### src/common/cie_regs.vh
`ifndef CIE_REGS_VH
`define CIE_REGS_VH

// Register port map, word index on reg_addr
`define CIE_REG_VBASE 2'h0
`define CIE_REG_STATUS 2'h1
`define CIE_REG_MODE 2'h2

// Status register bit positions
`define CIE_ST_LIVE 0
`define CIE_ST_SAVED 1
`define CIE_ST_PARITY 2
`define CIE_ST_EI_BLOCK 3
`define CIE_ST_NMI_PEND 4
`define CIE_ST_BUSY 5

// Reset values
`define CIE_RST_IFF 1'h0
`define CIE_RST_VBASE 8'h00
`define CIE_RST_MODE 2'h0

// Response modes
`define CIE_MODE0 2'h0
`define CIE_MODE1 2'h1
`define CIE_MODE2 2'h2

// Restart targets
`define CIE_NMI_VECTOR 16'h0066
`define CIE_MODE1_VECTOR 16'h0038

// Clock periods of each response phase
`define CIE_ACK_CLKS 5'h06
`define CIE_NFET_CLKS 5'h04
`define CIE_INTL_CLKS 5'h01
`define CIE_PUSH_CLKS 5'h06
`define CIE_TBL_CLKS 5'h06
`define CIE_BYTE_CLKS 5'h03
`define CIE_IO_REQUEST_STROBE_N_FROM 5'h02

`endif

### src/verilog/cie_irq_ctl.v
// What this block does
// - Reset clears both live and saved enable flops.
// - Enable instruction sets both enable flops.
// - After enable, maskable accepted only after the following instruction ends.
// - Disable instruction clears both enable flops.
// - Live enable clear blocks every maskable request.
// - Accepting maskable clears both enable flops.
// - Accepting NMI clears live flop, saved flop kept.
// - Loads of vector base or refresh copy saved flop to parity.
// - Return from NMI copies saved flop into live flop.
// - NMI always accepted; fetch discarded, restart call to 0066H.
// - Three maskable response modes, exactly one active.
// - Mode 0 executes the instruction the peripheral drives.
// - Maskable acknowledge cycle carries two inserted wait states.
// - Reset selects response mode 0.
// - Mode 1 restarts at 0038H, acknowledge byte ignored.
// - Mode 2 pointer is vector base high, peripheral byte low.
// - Reset clears the vector base register.
// - Mode 2 reads two bytes, lower address is low half.
// - Mode 2 response takes 19 clock periods in total.
// - Requests sampled on the last clock of each instruction.
// - Maskable acknowledge is opcode fetch with I/O strobe, not memory.
// - NMI wins over maskable when both are pending.
//
// Decided for this implementation: the address map and strobed register access.
`include "cie_regs.vh"

module cie_irq_ctl (
	input wire clk,
	input wire sys_rst,
	input wire int_req_n,
	input wire nmi_req_n,
	input wire busreq_n,
	input wire instr_last,
	input wire enable_irq_instr,
	input wire disable_irq_instr,
	input wire return_from_nmi_instr,
	input wire load_acc_from_vector_base,
	input wire load_acc_from_refresh_reg,
	input wire load_vector_base,
	input wire [7:0] acc_in,
	input wire set_mode_instr,
	input wire [1:0] set_mode_sel,
	input wire [15:0] pc_in,
	input wire [15:0] sp_in,
	output wire [15:0] addr_out,
	output wire [7:0] data_out,
	output wire data_oe,
	input wire [7:0] data_in,
	output reg opcode_fetch_cycle_n,
	output reg memory_request_strobe_n,
	output reg io_request_strobe_n,
	output reg rd_n,
	output reg wr_n,
	output wire irq_busy,
	output reg svc_go_q,
	output reg [15:0] svc_pc_q,
	output reg sp_dec2_q,
	output reg inject_go_q,
	output reg [7:0] inject_op_q,
	output reg parity_flag_q,
	output reg live_irq_enable_q,
	output reg saved_irq_enable_q,
	output reg [1:0] irq_mode_q,
	output reg [7:0] vector_base_q,
	input wire [1:0] reg_addr,
	input wire [7:0] reg_wdata,
	input wire reg_we,
	input wire reg_re,
	output reg [7:0] reg_rdata_q
);

////////////////////////////////////////////////////////////////////////
localparam ST_IDLE = 3'h0;
localparam ST_ACK = 3'h1;
localparam ST_NFET = 3'h2;
localparam ST_INTL = 3'h3;
localparam ST_PUSH = 3'h4;
localparam ST_TBL = 3'h5;

reg [2:0] state_q;
reg [4:0] tcnt_q;
reg [15:0] addr_q;
reg [7:0] dout_q;
reg [7:0] vec_q;
reg [7:0] tgt_lo_q;
reg is_nmi_q;
reg [1:0] resp_mode_q;
reg ei_blk_q;
reg nmi_pend_q;
reg nmi_lvl_q;

////////////////////////////////////////////////////////////////////////
// Pin synchronisers; first stage feeds only the second
reg int_s1_q;
reg int_s2_q;
reg nmi_s1_q;
reg nmi_s2_q;
reg breq_s1_q;
reg breq_s2_q;

always @(posedge clk) begin
	if (sys_rst) begin
		int_s1_q <= 1'h1;
		int_s2_q <= 1'h1;
		nmi_s1_q <= 1'h1;
		nmi_s2_q <= 1'h1;
		breq_s1_q <= 1'h1;
		breq_s2_q <= 1'h1;
	end else begin
		int_s1_q <= int_req_n;
		int_s2_q <= int_s1_q;
		nmi_s1_q <= nmi_req_n;
		nmi_s2_q <= nmi_s1_q;
		breq_s1_q <= busreq_n;
		breq_s2_q <= breq_s1_q;
	end
end

////////////////////////////////////////////////////////////////////////
// Acceptance at instruction boundary
wire idle = (state_q == ST_IDLE);
wire nmi_fall = nmi_lvl_q & ~nmi_s2_q;
// No interrupts taken while the bus is granted away
wire at_end = instr_last & idle & breq_s2_q;
wire take_nmi = at_end & nmi_pend_q;
wire take_int = at_end & ~nmi_pend_q & ~int_s2_q
	& live_irq_enable_q
	& ~disable_irq_instr
	& ~enable_irq_instr & ~ei_blk_q;

assign irq_busy = ~idle;

// Falling edge latched so a short NMI pulse is never lost
always @(posedge clk) begin
	if (sys_rst) begin
		nmi_lvl_q <= 1'h1;
		nmi_pend_q <= 1'h0;
	end else begin
		nmi_lvl_q <= nmi_s2_q;
		if (nmi_fall)
			nmi_pend_q <= 1'h1;
		else if (take_nmi)
			nmi_pend_q <= 1'h0;
	end
end

// Shadow lasts only until the enable instruction ends
always @(posedge clk) begin
	if (sys_rst)
		ei_blk_q <= 1'h0;
	else if (enable_irq_instr & ~instr_last)
		ei_blk_q <= 1'h1;
	else if (instr_last)
		ei_blk_q <= 1'h0;
end

////////////////////////////////////////////////////////////////////////
// Enable flops, mode, vector base, parity copy
always @(posedge clk) begin
	if (sys_rst) begin
		live_irq_enable_q <= `CIE_RST_IFF;
		saved_irq_enable_q <= `CIE_RST_IFF;
	end else if (take_int) begin
		live_irq_enable_q <= 1'h0;
		saved_irq_enable_q <= 1'h0;
	end else if (take_nmi) begin
		live_irq_enable_q <= 1'h0;
	end else if (enable_irq_instr) begin
		live_irq_enable_q <= 1'h1;
		saved_irq_enable_q <= 1'h1;
	end else if (disable_irq_instr) begin
		live_irq_enable_q <= 1'h0;
		saved_irq_enable_q <= 1'h0;
	end else if (return_from_nmi_instr) begin
		live_irq_enable_q <= saved_irq_enable_q;
	end
end

always @(posedge clk) begin
	if (sys_rst)
		parity_flag_q <= 1'h0;
	else if (load_acc_from_vector_base | load_acc_from_refresh_reg)
		parity_flag_q <= saved_irq_enable_q;
end

// Code 3 is not a mode; the old mode stays
always @(posedge clk) begin
	if (sys_rst)
		irq_mode_q <= `CIE_RST_MODE;
	else if (set_mode_instr && set_mode_sel != 2'h3)
		irq_mode_q <= set_mode_sel;
end

always @(posedge clk) begin
	if (sys_rst)
		vector_base_q <= `CIE_RST_VBASE;
	else if (load_vector_base)
		vector_base_q <= acc_in;
	else if (reg_we && reg_addr == `CIE_REG_VBASE)
		vector_base_q <= reg_wdata;
end

////////////////////////////////////////////////////////////////////////
// Response sequencer
wire [4:0] ph = (tcnt_q >= `CIE_BYTE_CLKS) ?
	tcnt_q - `CIE_BYTE_CLKS : tcnt_q;
wire byte_end = (ph == `CIE_BYTE_CLKS - 5'h01);
wire [15:0] nmi_or_m1 = is_nmi_q ? `CIE_NMI_VECTOR
	: `CIE_MODE1_VECTOR;

always @(posedge clk) begin
	if (sys_rst) begin
		state_q <= ST_IDLE;
		tcnt_q <= 5'h00;
		addr_q <= 16'h0000;
		dout_q <= 8'h00;
		vec_q <= 8'h00;
		tgt_lo_q <= 8'h00;
		is_nmi_q <= 1'h0;
		resp_mode_q <= `CIE_RST_MODE;
		svc_go_q <= 1'h0;
		svc_pc_q <= 16'h0000;
		sp_dec2_q <= 1'h0;
		inject_go_q <= 1'h0;
		inject_op_q <= 8'h00;
	end else begin
		svc_go_q <= 1'h0;
		sp_dec2_q <= 1'h0;
		inject_go_q <= 1'h0;
		tcnt_q <= tcnt_q + 5'h01;
		case (state_q)
		ST_IDLE: begin
			tcnt_q <= 5'h00;
			addr_q <= pc_in;
			if (take_nmi) begin
				// Fetch runs but its opcode is dropped
				state_q <= ST_NFET;
				is_nmi_q <= 1'h1;
			end else if (take_int) begin
				state_q <= ST_ACK;
				is_nmi_q <= 1'h0;
				resp_mode_q <= irq_mode_q;
			end
		end
		ST_ACK: begin
			// Two waits let the daisy chain settle
			if (tcnt_q == `CIE_ACK_CLKS - 5'h01) begin
				tcnt_q <= 5'h00;
				vec_q <= data_in;
				if (resp_mode_q == `CIE_MODE0) begin
					inject_op_q <= data_in;
					inject_go_q <= 1'h1;
					state_q <= ST_IDLE;
				end else begin
					state_q <= ST_INTL;
				end
			end
		end
		ST_NFET: begin
			if (tcnt_q == `CIE_NFET_CLKS - 5'h01) begin
				tcnt_q <= 5'h00;
				state_q <= ST_INTL;
			end
		end
		ST_INTL: begin
			if (tcnt_q == `CIE_INTL_CLKS - 5'h01) begin
				tcnt_q <= 5'h00;
				state_q <= ST_PUSH;
				addr_q <= sp_in - 16'h0001;
				dout_q <= pc_in[15:8];
			end
		end
		ST_PUSH: begin
			if (tcnt_q == `CIE_PUSH_CLKS - 5'h01) begin
				tcnt_q <= 5'h00;
				sp_dec2_q <= 1'h1;
				if (!is_nmi_q && resp_mode_q == `CIE_MODE2) begin
					state_q <= ST_TBL;
					// Even pointer relies on the peripheral byte
					addr_q <= {vector_base_q, vec_q};
				end else begin
					state_q <= ST_IDLE;
					svc_go_q <= 1'h1;
					svc_pc_q <= nmi_or_m1;
				end
			end else if (byte_end) begin
				addr_q <= sp_in - 16'h0002;
				dout_q <= pc_in[7:0];
			end
		end
		ST_TBL: begin
			// 6 + 1 + 6 + 6 clocks for the whole response
			if (tcnt_q == `CIE_TBL_CLKS - 5'h01) begin
				tcnt_q <= 5'h00;
				state_q <= ST_IDLE;
				svc_go_q <= 1'h1;
				svc_pc_q <= {data_in, tgt_lo_q};
			end else if (byte_end) begin
				tgt_lo_q <= data_in;
				addr_q <= addr_q + 16'h0001;
			end
		end
		default: begin
			state_q <= ST_IDLE;
			tcnt_q <= 5'h00;
		end
		endcase
	end
end

////////////////////////////////////////////////////////////////////////
// Bus strobes decoded from sequencer state
assign addr_out = addr_q;
assign data_out = dout_q;
assign data_oe = (state_q == ST_PUSH);

always @* begin
	opcode_fetch_cycle_n = 1'h1;
	memory_request_strobe_n = 1'h1;
	io_request_strobe_n = 1'h1;
	rd_n = 1'h1;
	wr_n = 1'h1;
	case (state_q)
	ST_ACK: begin
		// I/O strobe replaces the memory strobe
		opcode_fetch_cycle_n = 1'h0;
		if (tcnt_q >= `CIE_IO_REQUEST_STROBE_N_FROM)
			io_request_strobe_n = 1'h0;
	end
	ST_NFET: begin
		opcode_fetch_cycle_n = 1'h0;
		if (tcnt_q < `CIE_BYTE_CLKS - 5'h01) begin
			memory_request_strobe_n = 1'h0;
			rd_n = 1'h0;
		end
	end
	ST_PUSH: begin
		memory_request_strobe_n = 1'h0;
		if (ph == 5'h01)
			wr_n = 1'h0;
	end
	ST_TBL: begin
		memory_request_strobe_n = 1'h0;
		rd_n = 1'h0;
	end
	default: begin
		opcode_fetch_cycle_n = 1'h1;
	end
	endcase
end

////////////////////////////////////////////////////////////////////////
// Register port, read data one cycle after the strobe
always @(posedge clk) begin
	if (sys_rst) begin
		reg_rdata_q <= 8'h00;
	end else if (reg_re) begin
		case (reg_addr)
		`CIE_REG_VBASE: reg_rdata_q <= vector_base_q;
		`CIE_REG_STATUS: reg_rdata_q <= {2'h0, ~idle,
			nmi_pend_q, ei_blk_q, parity_flag_q,
			saved_irq_enable_q, live_irq_enable_q};
		`CIE_REG_MODE: reg_rdata_q <= {6'h00, irq_mode_q};
		default: reg_rdata_q <= 8'h00;
		endcase
	end else begin
		reg_rdata_q <= 8'h00;
	end
end

endmodule
### config.mk
export PLATFORM = sky130hd
export DESIGN_NAME = cie_irq_ctl
export DESIGN_NICKNAME = d
export VERILOG_FILES = /design/src/verilog/cie_irq_ctl.v
export VERILOG_INCLUDE_DIRS = /design/src /design/src/common
export SDC_FILE = /design/constraint.sdc
export NUM_CORES = 1
export LEC_CHECK = 0
export BUFFER_PORTS_ARGS = -buffer_cell sky130_fd_sc_hd__buf_2
export CAP_MARGIN = 20
export CORE_MARGIN = 1
export CORE_UTILIZATION = 27
export DETAILED_ROUTE_END_ITERATION = 16
export GPL_TIMING_DRIVEN = 0
export PLACE_DENSITY = 0.5
export SETUP_SLACK_MARGIN = 0.2
export SLEW_MARGIN = 20
export SYNTH_ARGS = -nofsm -noshare
export SYNTH_HDL_FRONTEND = slang
export SYNTH_SLANG_ARGS = --single-unit
### constraint.sdc
create_clock -name clk -period 2.83 [get_ports clk]
set_input_delay 0 -clock clk [delete_from_list [all_inputs] [get_ports clk]]
set_output_delay 0 -clock clk [all_outputs]
set_load 0.005 [all_outputs]
**After elaboration in Yosys (flattened, before gate mapping)**

Cells that the tools add are included.

- Register bits: 108
- Word-level logic and storage cells: 180
- Bits of input ports: 75
- Output and inout port bits: 79

- Reduce and logical (&&, ||, !) cells: 35
- Eq/ne operators: 26
- Multiplexer cells: 58
- Order comparisons: 3
- Bitwise logic cells: 25
- $add $sub $neg: 5

Operators by type and width:

| operator | count |
|---|---|
| $mux 16 | 9 |
| $pmux 16 s4 | 1 |
| $mux 8 | 5 |
| $pmux 16 s2 | 1 |
| $mux 3 | 8 |
| $pmux 8 s3 | 1 |
| $mux 1 | 21 |
| $mux 5 | 4 |
| $ne 2x2->1 const B | 9 |
| $pmux 3 s6 | 1 |
| $add 16x1->16 const B | 1 |
| $pmux 8 s2 | 1 |
| $sub 16x1->16 const B | 1 |
| $sub 16x2->16 const B | 1 |
| $pmux 5 s3 | 1 |
| $reduce_bool 2->1 | 7 |
| $not 1->1 | 13 |
| $reduce_and 6->1 | 2 |
| $and 1x1->1 | 11 |
| $eq 5x2->1 const B | 2 |
| $ge 5x2->1 const B | 2 |
| $reduce_or 2->1 | 5 |
| $reduce_and 3->1 | 3 |
| $reduce_or 3->1 | 3 |
| 26 further kinds | 39 |

**Logic depth before layout (Yosys ltp)**

Gate-level depths: netlist of run 1.

- Word-level depth: 12
- Gate-level depth with buffers: 10
- Gate-level depth less buffers: 8

**Worst setup path after synthesis of run 1**

OpenSTA, ideal clock, no wires.

- Path type: reg2reg
- Start point: reg tcnt_q[1]
- End point: reg tgt_lo_q[0]
- Path buffers: 1
- Data required time: 2702 ps
- Data arrival time: 2275 ps
- Library setup time: 128 ps
- Path slack: 427 ps
- Period minus slack after synthesis: 2403 ps
- Cell stages (with the launch flop): 10
- Cells stage by stage: dfxtp_1 -> inv_1 -> ha_1 -> inv_1 -> or3_1 -> and2_4 -> or4_4 -> buf_6 -> mux2i_1 -> nor2_1

- Cells in the longest elaborated chain, start to end: 4
- Elaborated cells between the ends (all ways): 7
- Classes of those cells: add/sub (1); order compare (1); eq/ne (2); mux (1); bitwise (1); reduce/logical (1)

Ends and longest elaborated chain:

| element | line | source |
|---|---|---|
| start, declared | cie_irq_ctl.v:82 | `reg [4:0] tcnt_q;` |
| start signal, assigned | cie_irq_ctl.v:231 | `tcnt_q <= tcnt_q + 5'h01;` |
| $sub 5x2->5 (no source line) / $ge 5x2->1 (equally long branches) | n/a |  |
| $mux 5 | cie_irq_ctl.v:206 | `` wire [4:0] ph = (tcnt_q >= `CIE_BYTE_CLKS) ? `` |
| $eq 5x2->1 | cie_irq_ctl.v:208 | `` wire byte_end = (ph == `CIE_BYTE_CLKS - 5'h01); `` |
| $reduce_and 3->1 (no source line) * | n/a |  |
| end signal, assigned | cie_irq_ctl.v:300 | `tgt_lo_q <= data_in;` |
| end, declared | cie_irq_ctl.v:86 | `reg [7:0] tgt_lo_q;` |

Mark *: on every way between the ends. The rest lies on a longest branch, timed or not.
A chain may end at the register's enable or synchronous reset.

**Final worst setup path of run 1**

- Start point: reg tcnt_q[0]
- End point: reg tgt_lo_q[1]

The elaborated chain is that of the path after synthesis.

==> metrics, run 1 <==
run status=finished, final reports clean; vias=6048; DRT Pass-1 Iters=5; Placer Congestion=0.897; Setup CP Type=reg2reg; hold path depth=3; Synth Flop Type=dfxtp_1; final setup fails=0; power density over cell area=645 nW/µm²; Worst Path Max Fanout=9; Tmin final=2490 ps; CTS tree=yes; Worst EP arrival=2720 ps; Pleak=3.17 nW; post-synthesis cell type count=80; Worst Tran Pin Value=739 ps; Max-cap violations=0; Worst setup SP type=flop; routed vias/inst=5.00; Tot GR Track Use=18.9%; Critical Path Max Stage Delay=490 ps; Hold Fails Final Rpt=0; reg2reg path depth=9; effective utilization at floorplan=27.8%; area leader, netlist=dfxtp_1; die area=22500 µm²; most frequent cells in the layout=buf_2 (154), dfxtp_1 (106), nor2_1 (96), nand2_1 (65), a21oi_1 (57); Comb pwr share=37.5%; synth-to-layout area growth=30.6%; num ports=154; Residual DRC=0; NetSw=0.00192 W; core area=21200 µm²; crit share post-route=87.8%; post-synthesis area per instance=8.11 µm²; Gate Count Post-Synth=728; switch share=38.7%; Critical Path Slowest Stage Cell=or4_4; largest buffer count on any clock path=2; setup_tns=0 ps; clock sink total=108; Seq pwr share=37.3%; initial DRC count=412; Crit. End Element=flop; vias in the first global route=5707; Routed Antenna Nets=0; syn nets=810; Ant. Diodes=0; CTS root buf=clkbuf_16; Yosys warnings=0; FP Rows=53; most common cell after layout, fill and taps aside=buf_2; Die Y-Extent=150 µm; Synth area leaders=dfxtp_1 (37%), nor2_1 (6.1%), mux2i_1 (5.8%); Slew HR=50.6%; Final nets=1012; Max Slew Vio Count=0; Async SR Flop Fraction=0%; Min Hold Slack=3.25 ps; #FFs+latches synth=108; H-tree levels=3; largest net degree at the start of global routing=18; Clock Pin Slew Worst Setup and Hold Paths=80 ps; port buffer count=145; grt ovf=0; Worst VDD drop=0.257 mV; Critical Path, Cell by Cell=inv_2, ha_1, inv_1, or3_1, and2_4, or4_4, buf_6, mux2i_1, nor2_1; WL final=21.4 mm; Max Fclk=402 MHz; Clock Skew=8.18 ps; clock share of power=25.1%; share of the synthesized area in the top cell type=36.6%; Routed WL per cell=17.7 µm; worst hold path class=in2reg; filler instances=2258; hpwl dp=16.3 mm; Syn Std Cell Area=5900 µm²; first-pass GRT wire length=32.2 mm; die width=150 µm; clock latency at the later pin of the worst-skew pair=360 ps; ratio of cells with drive above 1 in the final layout=23.1%; CP Data Required Time=3060 ps; register area share after synthesis=36.6%; number of enable flip-flop cells after synthesis=0; Int Pwr=0.00305 W; cts bufs inserted=9; initial antenna violation count=0; RSZ-0062 raised after global routing=no
==> synthesized netlist by cell type (3+ instances only) <==
| cell type | n |
|---|---|
| o22ai_1 | 4 |
| a31oi_1 | 4 |
| and2_1 | 3 |
| buf_1 | 3 |
| nor2b_1 | 6 |
| xnor2_1 | 20 |
| buf_6 | 5 |
| a221oi_1 | 5 |
| and3b_1 | 3 |
| nand2_1 | 65 |
| a21o_1 | 4 |
| nor2_1 | 96 |
| or2_2 | 10 |
| o32ai_1 | 3 |
| nor4_2 | 4 |
| dfxtp_1 | 108 |
| nor4_1 | 5 |
| nand4_1 | 4 |
| xor2_1 | 11 |
| a21oi_1 | 57 |
| or3_1 | 7 |
| clkbuf_1 | 36 |
| inv_1 | 14 |
| buf_4 | 3 |
| mux2i_1 | 34 |
| ha_1 | 7 |
| o21ai_0 | 26 |
| a32oi_1 | 4 |
| a311oi_1 | 8 |
| nand2b_1 | 7 |
| buf_2 | 9 |
| a211oi_1 | 21 |
| nor3_1 | 33 |
| or4_1 | 5 |
| nor3b_1 | 3 |
| nand3_1 | 35 |
| nor3_2 | 3 |
==> worst max-delay path: cells and delay by family (launching register included) <==
family	cells	cell delay [ps]
adder cells (fa/ha/maj)	1	330
buffers and inverters	3	320
flip-flops	1	430
multiplexers	1	140
AND/OR/NAND/NOR	4	1130
==> sequential cells by signal, indices dropped and copies added (netlist names), 2 cells and up <==
name and flops:
addr_out 16, svc_pc_q 16, data_out 8, inject_op_q 8
reg_rdata_q 8, tgt_lo_q 8, vec_q 8, vector_base_q 8
tcnt_q 5, state_q 3, irq_mode_q 2, resp_mode_q 2
==> metal layers <==
| layer | share of wire, % | up-vias | wire [µm] | track usage, % |
|---|---|---|---|---|
| li1 | - | 3020 | - | - |
| met1 | 48 | 2826 | 10200 | 25.3 |
| met2 | 45 | 182 | 9700 | 30.4 |
| met3 | 5.9 | 20 | 1270 | 4.18 |
| met4 | 1.2 | 0 | 254 | 4.90 |
| met5 | 0 | - | 0 | 0 |
==> stage by stage <==
step,setup WS (ps),instance area [µm²],utilization (%),power [W],cells
after floorplan,427,5900,-,0.00299,728
after global placement,130,6970,32.9,0.00368,1148
after detailed placement,157,6970,32.9,0.00367,1148
after CTS,206,7700,36.3,0.00498,1209
after global routing,205,7710,36.3,0.00523,1210
final,345,7710,36.3,0.00498,1210
==> path summary, 6_finish.rpt <==
check	start	endpoint	slack [ps]
worst max register to register	tcnt_q[0]$_SDFF_PP0_	tgt_lo_q[1]$_SDFFE_PP0P_	340
worst min register to register	int_s1_q$_SDFF_PP1_	int_s2_q$_SDFF_PP1_	410
worst max-delay path	tcnt_q[0]$_SDFF_PP0_	tgt_lo_q[1]$_SDFFE_PP0P_	340
worst min-delay path	reg_wdata[6]	vector_base_q[6]$_SDFFE_PP0P_	3
==> area by class of cell <==
| class | instances | area [µm²] | area share [%] |
|---|---|---|---|
| Multi-Input combinational cell | 548 | 3410 | 44.2 |
| Sequential cell | 108 | 2170 | 28.1 |
| Timing Repair Buffer | 191 | 1180 | 15.3 |
| Tap cell | 275 | 344 | 4.46 |
| Buffer | 56 | 270 | 3.50 |
| Clock buffer | 12 | 246 | 3.20 |
| Inverter | 16 | 60.1 | 0.779 |
| Clock inverter | 4 | 32.5 | 0.422 |
==> cells by family (layout without fill, tap and decap cells) <==
family	after synthesis	after routing	synth area share, %
fa+ha+maj	7	7	1.48
flops	108	108	36.6
mux	35	35	5.96
buf+inv	72	279	5.60
xor+xnor	31	31	4.60
compound gates	164	164	18.9
simple gates	311	311	26.9
==> power groups by stage <==
| stage | Clock [W] | Combinational, W | Sequential, W |
|---|---|---|---|
| 2_1_floorplan | 0 | 0.00114 | 0.00185 |
| 3_3_place_gp | 0 | 0.00179 | 0.00189 |
| 3_5_place_dp | 0 | 0.00178 | 0.00189 |
| 4_1_cts | 0.00128 | 0.00185 | 0.00185 |
| 5_1_grt | 0.00133 | 0.00202 | 0.00188 |
| 6_report | 0.00125 | 0.00187 | 0.00186 |
==> timing repair <==
| item | 4_1_cts | 5_1_grt |
|---|---|---|
| pin swaps | 2 | 1 |
| setup endpoints to repair | 3 | 38 |
| cloned | 0 | 0 |
| gates resized for setup | 0 | 3 |
| hold endpoints to repair | 56 | 0 |
| buffers inserted | 1 | 1 |
| hold buffers | 44 | 0 |
(Power assumes the default switching activity.)
==> run 2, diff against run 1 <==
--- a/config.mk
+++ b/config.mk
@@ -8,12 +8,15 @@
 export LEC_CHECK = 0
 export BUFFER_PORTS_ARGS = -buffer_cell sky130_fd_sc_hd__buf_2
 export CAP_MARGIN = 20
+export CELL_PAD_IN_SITES_DETAIL_PLACEMENT = 1
+export CELL_PAD_IN_SITES_GLOBAL_PLACEMENT = 2
 export CORE_MARGIN = 1
 export CORE_UTILIZATION = 27
 export DETAILED_ROUTE_END_ITERATION = 16
 export GPL_TIMING_DRIVEN = 0
-export PLACE_DENSITY = 0.5
+export PLACE_DENSITY = 0.77
 export SETUP_SLACK_MARGIN = 0.2
+export SKIP_CTS_REPAIR_TIMING = 1
 export SLEW_MARGIN = 20
 export SYNTH_ARGS = -nofsm -noshare
 export SYNTH_HDL_FRONTEND = slang
==> run 2 against run 1 <==
Net effect:
- the flow now finishes with violations (hold timing)
- total power grew 0.12%
- combinational power grew 3%
- final area shrank 1.0%
- maximum frequency is essentially flat
- largest power group unchanged
==> metrics, run 2 (synthesis results as in run 1) <==
clock latency at the later pin of the worst-skew pair=360 ps (about the same); Routed WL per cell=19.5 µm (was 17.7 µm); Tmin final=2480 ps (was 2490 ps); Max Slew Vio Count=0 (unchanged); final setup fails=0 (unchanged); vias=6211 (was 6048); initial antenna violation count=0 (unchanged); Critical Path, Cell by Cell=clkbuf_1, or3b_1, buf_2, o21ai_2, nand3_2, nand2_2, buf_2, a21oi_1, o31a_1 (was inv_2, ha_1, inv_1, or3_1, and2_4, or4_4, buf_6, mux2i_1, nor2_1); Residual DRC=0 (unchanged); CP Data Required Time=3080 ps (was 3060 ps); Clock Skew=6.60 ps (was 8.18 ps); final std cells w/o fill=1198 (was 1210); Final nets=1003 (was 1012); Routed Antenna Nets=0 (unchanged); grt ovf=0 (unchanged); placed insts=1148 (unchanged); FP Rows=53 (unchanged); Max-cap violations=0 (unchanged); Crit. End Element=flop (unchanged); NetSw=0.00195 W (was 0.00192 W); first-pass GRT wire length=34.5 mm (was 32.2 mm); RSZ-0062 raised after global routing=yes (was no); Slew HR=50.9% (was 50.6%); WL final=23.3 mm (was 21.4 mm); Worst VDD drop=0.356 mV (was 0.257 mV); synth-to-layout area growth=29.3% (was 30.6%); die area=22500 µm² (unchanged); effective utilization at floorplan=27.8% (unchanged); Seq pwr share=37.7% (was 37.3%); failing checks=hold timing; crit share post-route=87.8% (about the same); Placer Congestion=0.857 (was 0.897); Worst Path Max Fanout=10 (was 9); Worst setup SP type=flop (unchanged); Worst Tran Pin Value=737 ps (was 739 ps); Die Y-Extent=150 µm (unchanged); most common cell after layout, fill and taps aside=buf_2 (unchanged); power density over cell area=653 nW/µm² (was 645 nW/µm²); Comb pwr share=38.5% (was 37.5%); clock share of power=23.8% (was 25.1%); ratio of cells with drive above 1 in the final layout=24.1% (was 23.1%); worst hold path class=in2reg (unchanged); num ports=154 (unchanged); CTS root buf=clkbuf_16 (unchanged); cts bufs inserted=9 (unchanged); run status=finished with violations (was finished, final reports clean); Tot GR Track Use=20.5% (was 18.9%); largest buffer count on any clock path=2 (unchanged); Ant. Diodes=0 (unchanged); largest net degree at the start of global routing=16 (was 18); initial DRC count=248 (was 412); Int Pwr=0.00303 W (was 0.00305 W); port buffer count=145 (unchanged); final core utilization=36.0% (was 36.3%); hpwl dp=17.6 mm (was 16.3 mm); clock sink total=108 (unchanged); routed vias/inst=5.18 (was 5.00); Clock Pin Slew Worst Setup and Hold Paths=70 ps (was 80 ps); die width=150 µm (unchanged); Critical Path Max Stage Delay=380 ps (was 490 ps); Tot Pwr=0.00498 W (about the same); H-tree levels=3 (unchanged); Setup CP Type=reg2reg (unchanged); vias in the first global route=5945 (was 5707); core area=21200 µm² (unchanged); setup_tns=0 ps (unchanged); Worst EP arrival=2730 ps (was 2720 ps); CTS tree=yes (unchanged); DRT Pass-1 Iters=4 (was 5); Max Fclk=403 MHz (was 402 MHz); Hold Fails Final Rpt=4 (was 0); Pleak=3.14 nW (was 3.17 nW); Critical Path Slowest Stage Cell=or3b_1 (was or4_4); Min Hold Slack=-29.9 ps (was 3.25 ps); most frequent cells in the layout=buf_2 (153), dfxtp_1 (106), nor2_1 (96), nand2_1 (64), a21oi_1 (57) (was buf_2 (154), dfxtp_1 (106), nor2_1 (96), nand2_1 (65), a21oi_1 (57)); switch share=39.1% (was 38.7%); Worst path most repeated cell=buf_2
-- run 2: changes by cell type in the layout (fill, tap and decap cells not counted), moves of 2 or more --
cell / change
clkbuf_1: -3
dlygate4sd3_1: -10
clkbuf_2: +3
a221oi_1: -2
a221oi_2: +2
-- run 2: through the flow --
stage	setup slack (ps)	instance area, µm²
global route	191	7630
floorplan	427	5900
CTS	-19.1	7230
finish	346	7630
global placement	-42.7	6970
detailed placement	15.3	6970
-- run 2: layer usage --
metal | wire, µm | up-vias | GRT usage (%)
met4 | 479 | 0 | 6.21
met5 | 0 | - | 0
li1 | - | 2983 | -
met1 | 10600 | 3015 | 27.0
met2 | 10900 | 186 | 33.3
met3 | 1280 | 27 | 4.18
-- run 2: path summary, 6_finish.rpt --
kind / depth (start not counted) / end / start / slack, ps
worst min-delay path: 3 / ei_blk_q$_SDFFE_PP0P_ / enable_irq_instr / -30
worst max register to register: 9 / addr_out[14]$_SDFFE_PP0P_ / state_q[1]$_SDFFE_PP0P_ / 350
worst max-delay path: 9 / addr_out[14]$_SDFFE_PP0P_ / state_q[1]$_SDFFE_PP0P_ / 350
worst min register to register: 1 / int_s2_q$_SDFF_PP1_ / int_s1_q$_SDFF_PP1_ / 410
-- run 2: cell type report --
class	count	area, µm²
Buffer	56	277
Clock buffer	11	243
Clock inverter	2	13.8
Fill cell	2636	13600
Inverter	16	60.1
Multi-Input combinational cell	548	3440
Sequential cell	108	2170
Tap cell	275	344
Timing Repair Buffer	182	1090
-- run 2: power by group through the flow --
stage | Clock, W | Combinational (W) | Sequential [W]
floorplan | 0 | 0.00114 | 0.00185
global placement | 0 | 0.00180 | 0.00191
detailed placement | 0 | 0.00181 | 0.00191
CTS | 0.00120 | 0.00182 | 0.00187
global route | 0.00126 | 0.00209 | 0.00190
finish | 0.00118 | 0.00192 | 0.00188
-- run 2: worst max-delay path, delay by kind of cell (launching register included) --
kind	cells	cell delay, ps
and+or+nand+nor	3	890
buffers and inverters	3	690
AOI/OAI and AO/OA	3	500
DFF	1	300
==> run 3, diff against run 2 <==
==> constraint.sdc (replaced) <==
create_clock -name clk -period 3 [get_ports clk]
set_input_delay 0 -clock clk [delete_from_list [all_inputs] [get_ports clk]]
set_output_delay 0 -clock clk [all_outputs]
set_load 0.005 [all_outputs]
==> run 3 against run 2 <==
Net effect:
- the run still ends with hold timing left
- wire length fell by 0.32%
- global-route usage did not move
- total power fell by 6.3%
- die area did not move
- final area fell by 0.59%
- sequential power fell by 6%
- first-iteration DRC count fell by 3.6%
- clock-buffer cell count did not move
- maximum frequency fell by 5.6%
- combinational power fell by 7%
- critical path type unchanged
==> metrics, run 3 (synthesis results as in run 1) <==
Min Hold Slack=-30.6 ps (was -29.9 ps); hold path depth=3 (unchanged); Tmin final=2630 ps (was 2480 ps); Final Cell Area=7590 µm² (was 7630 µm²); Max-cap violations=0 (unchanged); Routed WL per cell=19.4 µm (was 19.5 µm); Clock Skew=6.07 ps (was 6.60 ps); Setup CP Type=reg2reg (unchanged); switch share=39.2% (was 39.1%); core area=21200 µm² (unchanged); worst hold path class=in2reg (unchanged); initial DRC count=239 (was 248); Worst EP arrival=2850 ps (was 2730 ps); H-tree levels=3 (unchanged); most common cell after layout, fill and taps aside=buf_2 (unchanged); grt ovf=0 (unchanged); run status=finished with violations (unchanged); HP Start=enable_irq_instr (unchanged); Critical Path Max Stage Delay=430 ps (was 380 ps); NetSw=0.00183 W (was 0.00195 W); cts bufs inserted=9 (unchanged); initial antenna violation count=0 (unchanged); Placement Cell Area=6970 µm² (unchanged); Worst R2R Start=tcnt_q[1]$_SDFF_PP0_ (was state_q[1]$_SDFFE_PP0P_); Slew HR=48.7% (was 50.9%); Final nets=1001 (was 1003); clock latency at the later pin of the worst-skew pair=360 ps (about the same); die area=22500 µm² (unchanged); Comb pwr share=38.2% (was 38.5%); CTS root buf=clkbuf_16 (unchanged); largest buffer count on any clock path=2 (unchanged); RSZ-0062 raised after global routing=no (was yes); routed vias/inst=5.17 (was 5.18); final core utilization=35.8% (was 36.0%); clock share of power=23.9% (was 23.8%); FP Rows=53 (unchanged); Critical R2R Capture=addr_out[12]$_SDFFE_PP0P_ (was addr_out[14]$_SDFFE_PP0P_); Worst Hold Path EP=ei_blk_q$_SDFFE_PP0P_ (unchanged); met1 Use GR=27.0% (unchanged); first-pass GRT wire length=34.5 mm (unchanged); Clock Pin Slew Worst Setup and Hold Paths=70 ps (about the same); Crit. End Element=flop (unchanged); Critical Path Slowest Stage Cell=dfxtp_2 (was or3b_1); DRT Pass-1 Iters=4 (unchanged); power density over cell area=615 nW/µm² (was 653 nW/µm²); Residual DRC=0 (unchanged); Critical Path, Cell by Cell=inv_1, ha_1, inv_1, or3_1, a32oi_4, nand2_2, buf_6, nor4_2, nor3_1 (was clkbuf_1, or3b_1, buf_2, o21ai_2, nand3_2, nand2_2, buf_2, a21oi_1, o31a_1); Routed Antenna Nets=0 (unchanged); Max Slew Vio Count=0 (unchanged); grt peak-use layer=met2 (unchanged); met3 usage=4.18% (unchanged); Die Y-Extent=150 µm (unchanged); reg2reg path depth=9 (unchanged); die width=150 µm (unchanged); Seq pwr share=37.9% (was 37.7%); Worst Path Max Fanout=10 (unchanged); vias in the first global route=5945 (unchanged); Worst VDD drop=0.335 mV (was 0.356 mV); vias=6185 (was 6211); Tot GR Track Use=20.5% (unchanged); WL final=23.2 mm (was 23.3 mm); synth-to-layout area growth=28.5% (was 29.3%); CTS tree=yes (unchanged); met2 usage=33.3% (unchanged); Ant. Diodes=0 (unchanged); Hold Fails Final Rpt=4 (unchanged); hpwl dp=17.6 mm (unchanged); ratio of cells with drive above 1 in the final layout=23.2% (was 24.1%); crit share post-route=87.7% (was 87.8%); Placer Congestion=0.857 (unchanged); Worst setup SP type=flop (unchanged); Worst path most repeated cell=inv_1 (was buf_2); port buffer count=145 (unchanged); Int Pwr=0.00284 W (was 0.00303 W); num ports=154 (unchanged); R2R Setup Slk=370 ps (was 350 ps); final setup fails=0 (unchanged); Worst Tran Pin Value=770 ps (was 737 ps); clock sink total=108 (unchanged); Max Fclk=380 MHz (was 403 MHz); setup_tns=0 ps (unchanged); failing checks=hold timing (unchanged); Pleak=3.11 nW (was 3.14 nW); CP Data Required Time=3220 ps (was 3080 ps); effective utilization at floorplan=27.8% (unchanged); most frequent cells in the layout=buf_2 (154), dfxtp_1 (106), nor2_1 (96), nand2_1 (65), a21oi_1 (57) (was buf_2 (153), dfxtp_1 (106), nor2_1 (96), nand2_1 (64), a21oi_1 (57)); largest net degree at the start of global routing=16 (unchanged)
==> run 3: how the worst max path moves through the flow <==
stage                                end                  from  slack (ps)  cells after the start
2_1_floorplan   tgt_lo_q[0]$_SDFFE_PP0P_  tcnt_q[1]$_SDFF_PP0_         600                      9
3_3_place_gp    addr_out[9]$_SDFFE_PP0P_  tcnt_q[1]$_SDFF_PP0_         130                      8
3_5_place_dp    addr_out[9]$_SDFFE_PP0P_  tcnt_q[1]$_SDFF_PP0_         190                      8
4_1_cts         addr_out[9]$_SDFFE_PP0P_  tcnt_q[1]$_SDFF_PP0_         150                      8
5_1_grt        addr_out[12]$_SDFFE_PP0P_  tcnt_q[1]$_SDFF_PP0_         210                      9
6_report       addr_out[12]$_SDFFE_PP0P_  tcnt_q[1]$_SDFF_PP0_         370                      9
==> run 3: critical path: cells and delay by family, from the launching register on <==
| family | cells | cell delay [ps] |
|---|---|---|
| adder cells (fa/ha/maj) | 1 | 340 |
| AND/OR/NAND/NOR | 4 | 950 |
| flip-flops | 1 | 430 |
| AO/OA/AOI/OAI | 1 | 400 |
| buffers and inverters | 3 | 360 |
==> run 3: per-layer routing <==
layer  vias up  wire length (µm)
li1       2980                 -
met3        26              1390
met2       194             10800
met5         -                 0
met4         0               448
met1      2985             10600
==> run 3: power by group through the flow <==
stage | clock network [W] | registers [W] | logic (W)
floorplan | 0 | 0.00175 | 0.00108
global placement | 0 | 0.00180 | 0.00170
detailed placement | 0 | 0.00180 | 0.00171
CTS | 0.00114 | 0.00177 | 0.00172
global route | 0.00118 | 0.00179 | 0.00194
finish | 0.00112 | 0.00177 | 0.00178
==> run 3: area by class of cell <==
class	instances	area, µm²
Inverter	16	60.1
Timing Repair Buffer	180	1070
Tap cell	275	344
Clock buffer	11	243
Fill cell	2642	13600
Multi-Input combinational cell	548	3420
Sequential cell	108	2160
Clock inverter	2	13.8
Buffer	56	270
==> run 3: stage by stage <==
step / total power [W] / std cells / hold slack [ps] / setup WS (ps)
3_3_place_gp: 0.00351 / 1148 / 187 / 127
3_5_place_dp: 0.00351 / 1148 / 187 / 185
4_1_cts: 0.00462 / 1161 / -183 / 151
2_1_floorplan: 0.00283 / 728 / 79.3 / 597
6_report: 0.00467 / 1196 / -30.6 / 369
5_1_grt: 0.00491 / 1196 / 23.7 / 214
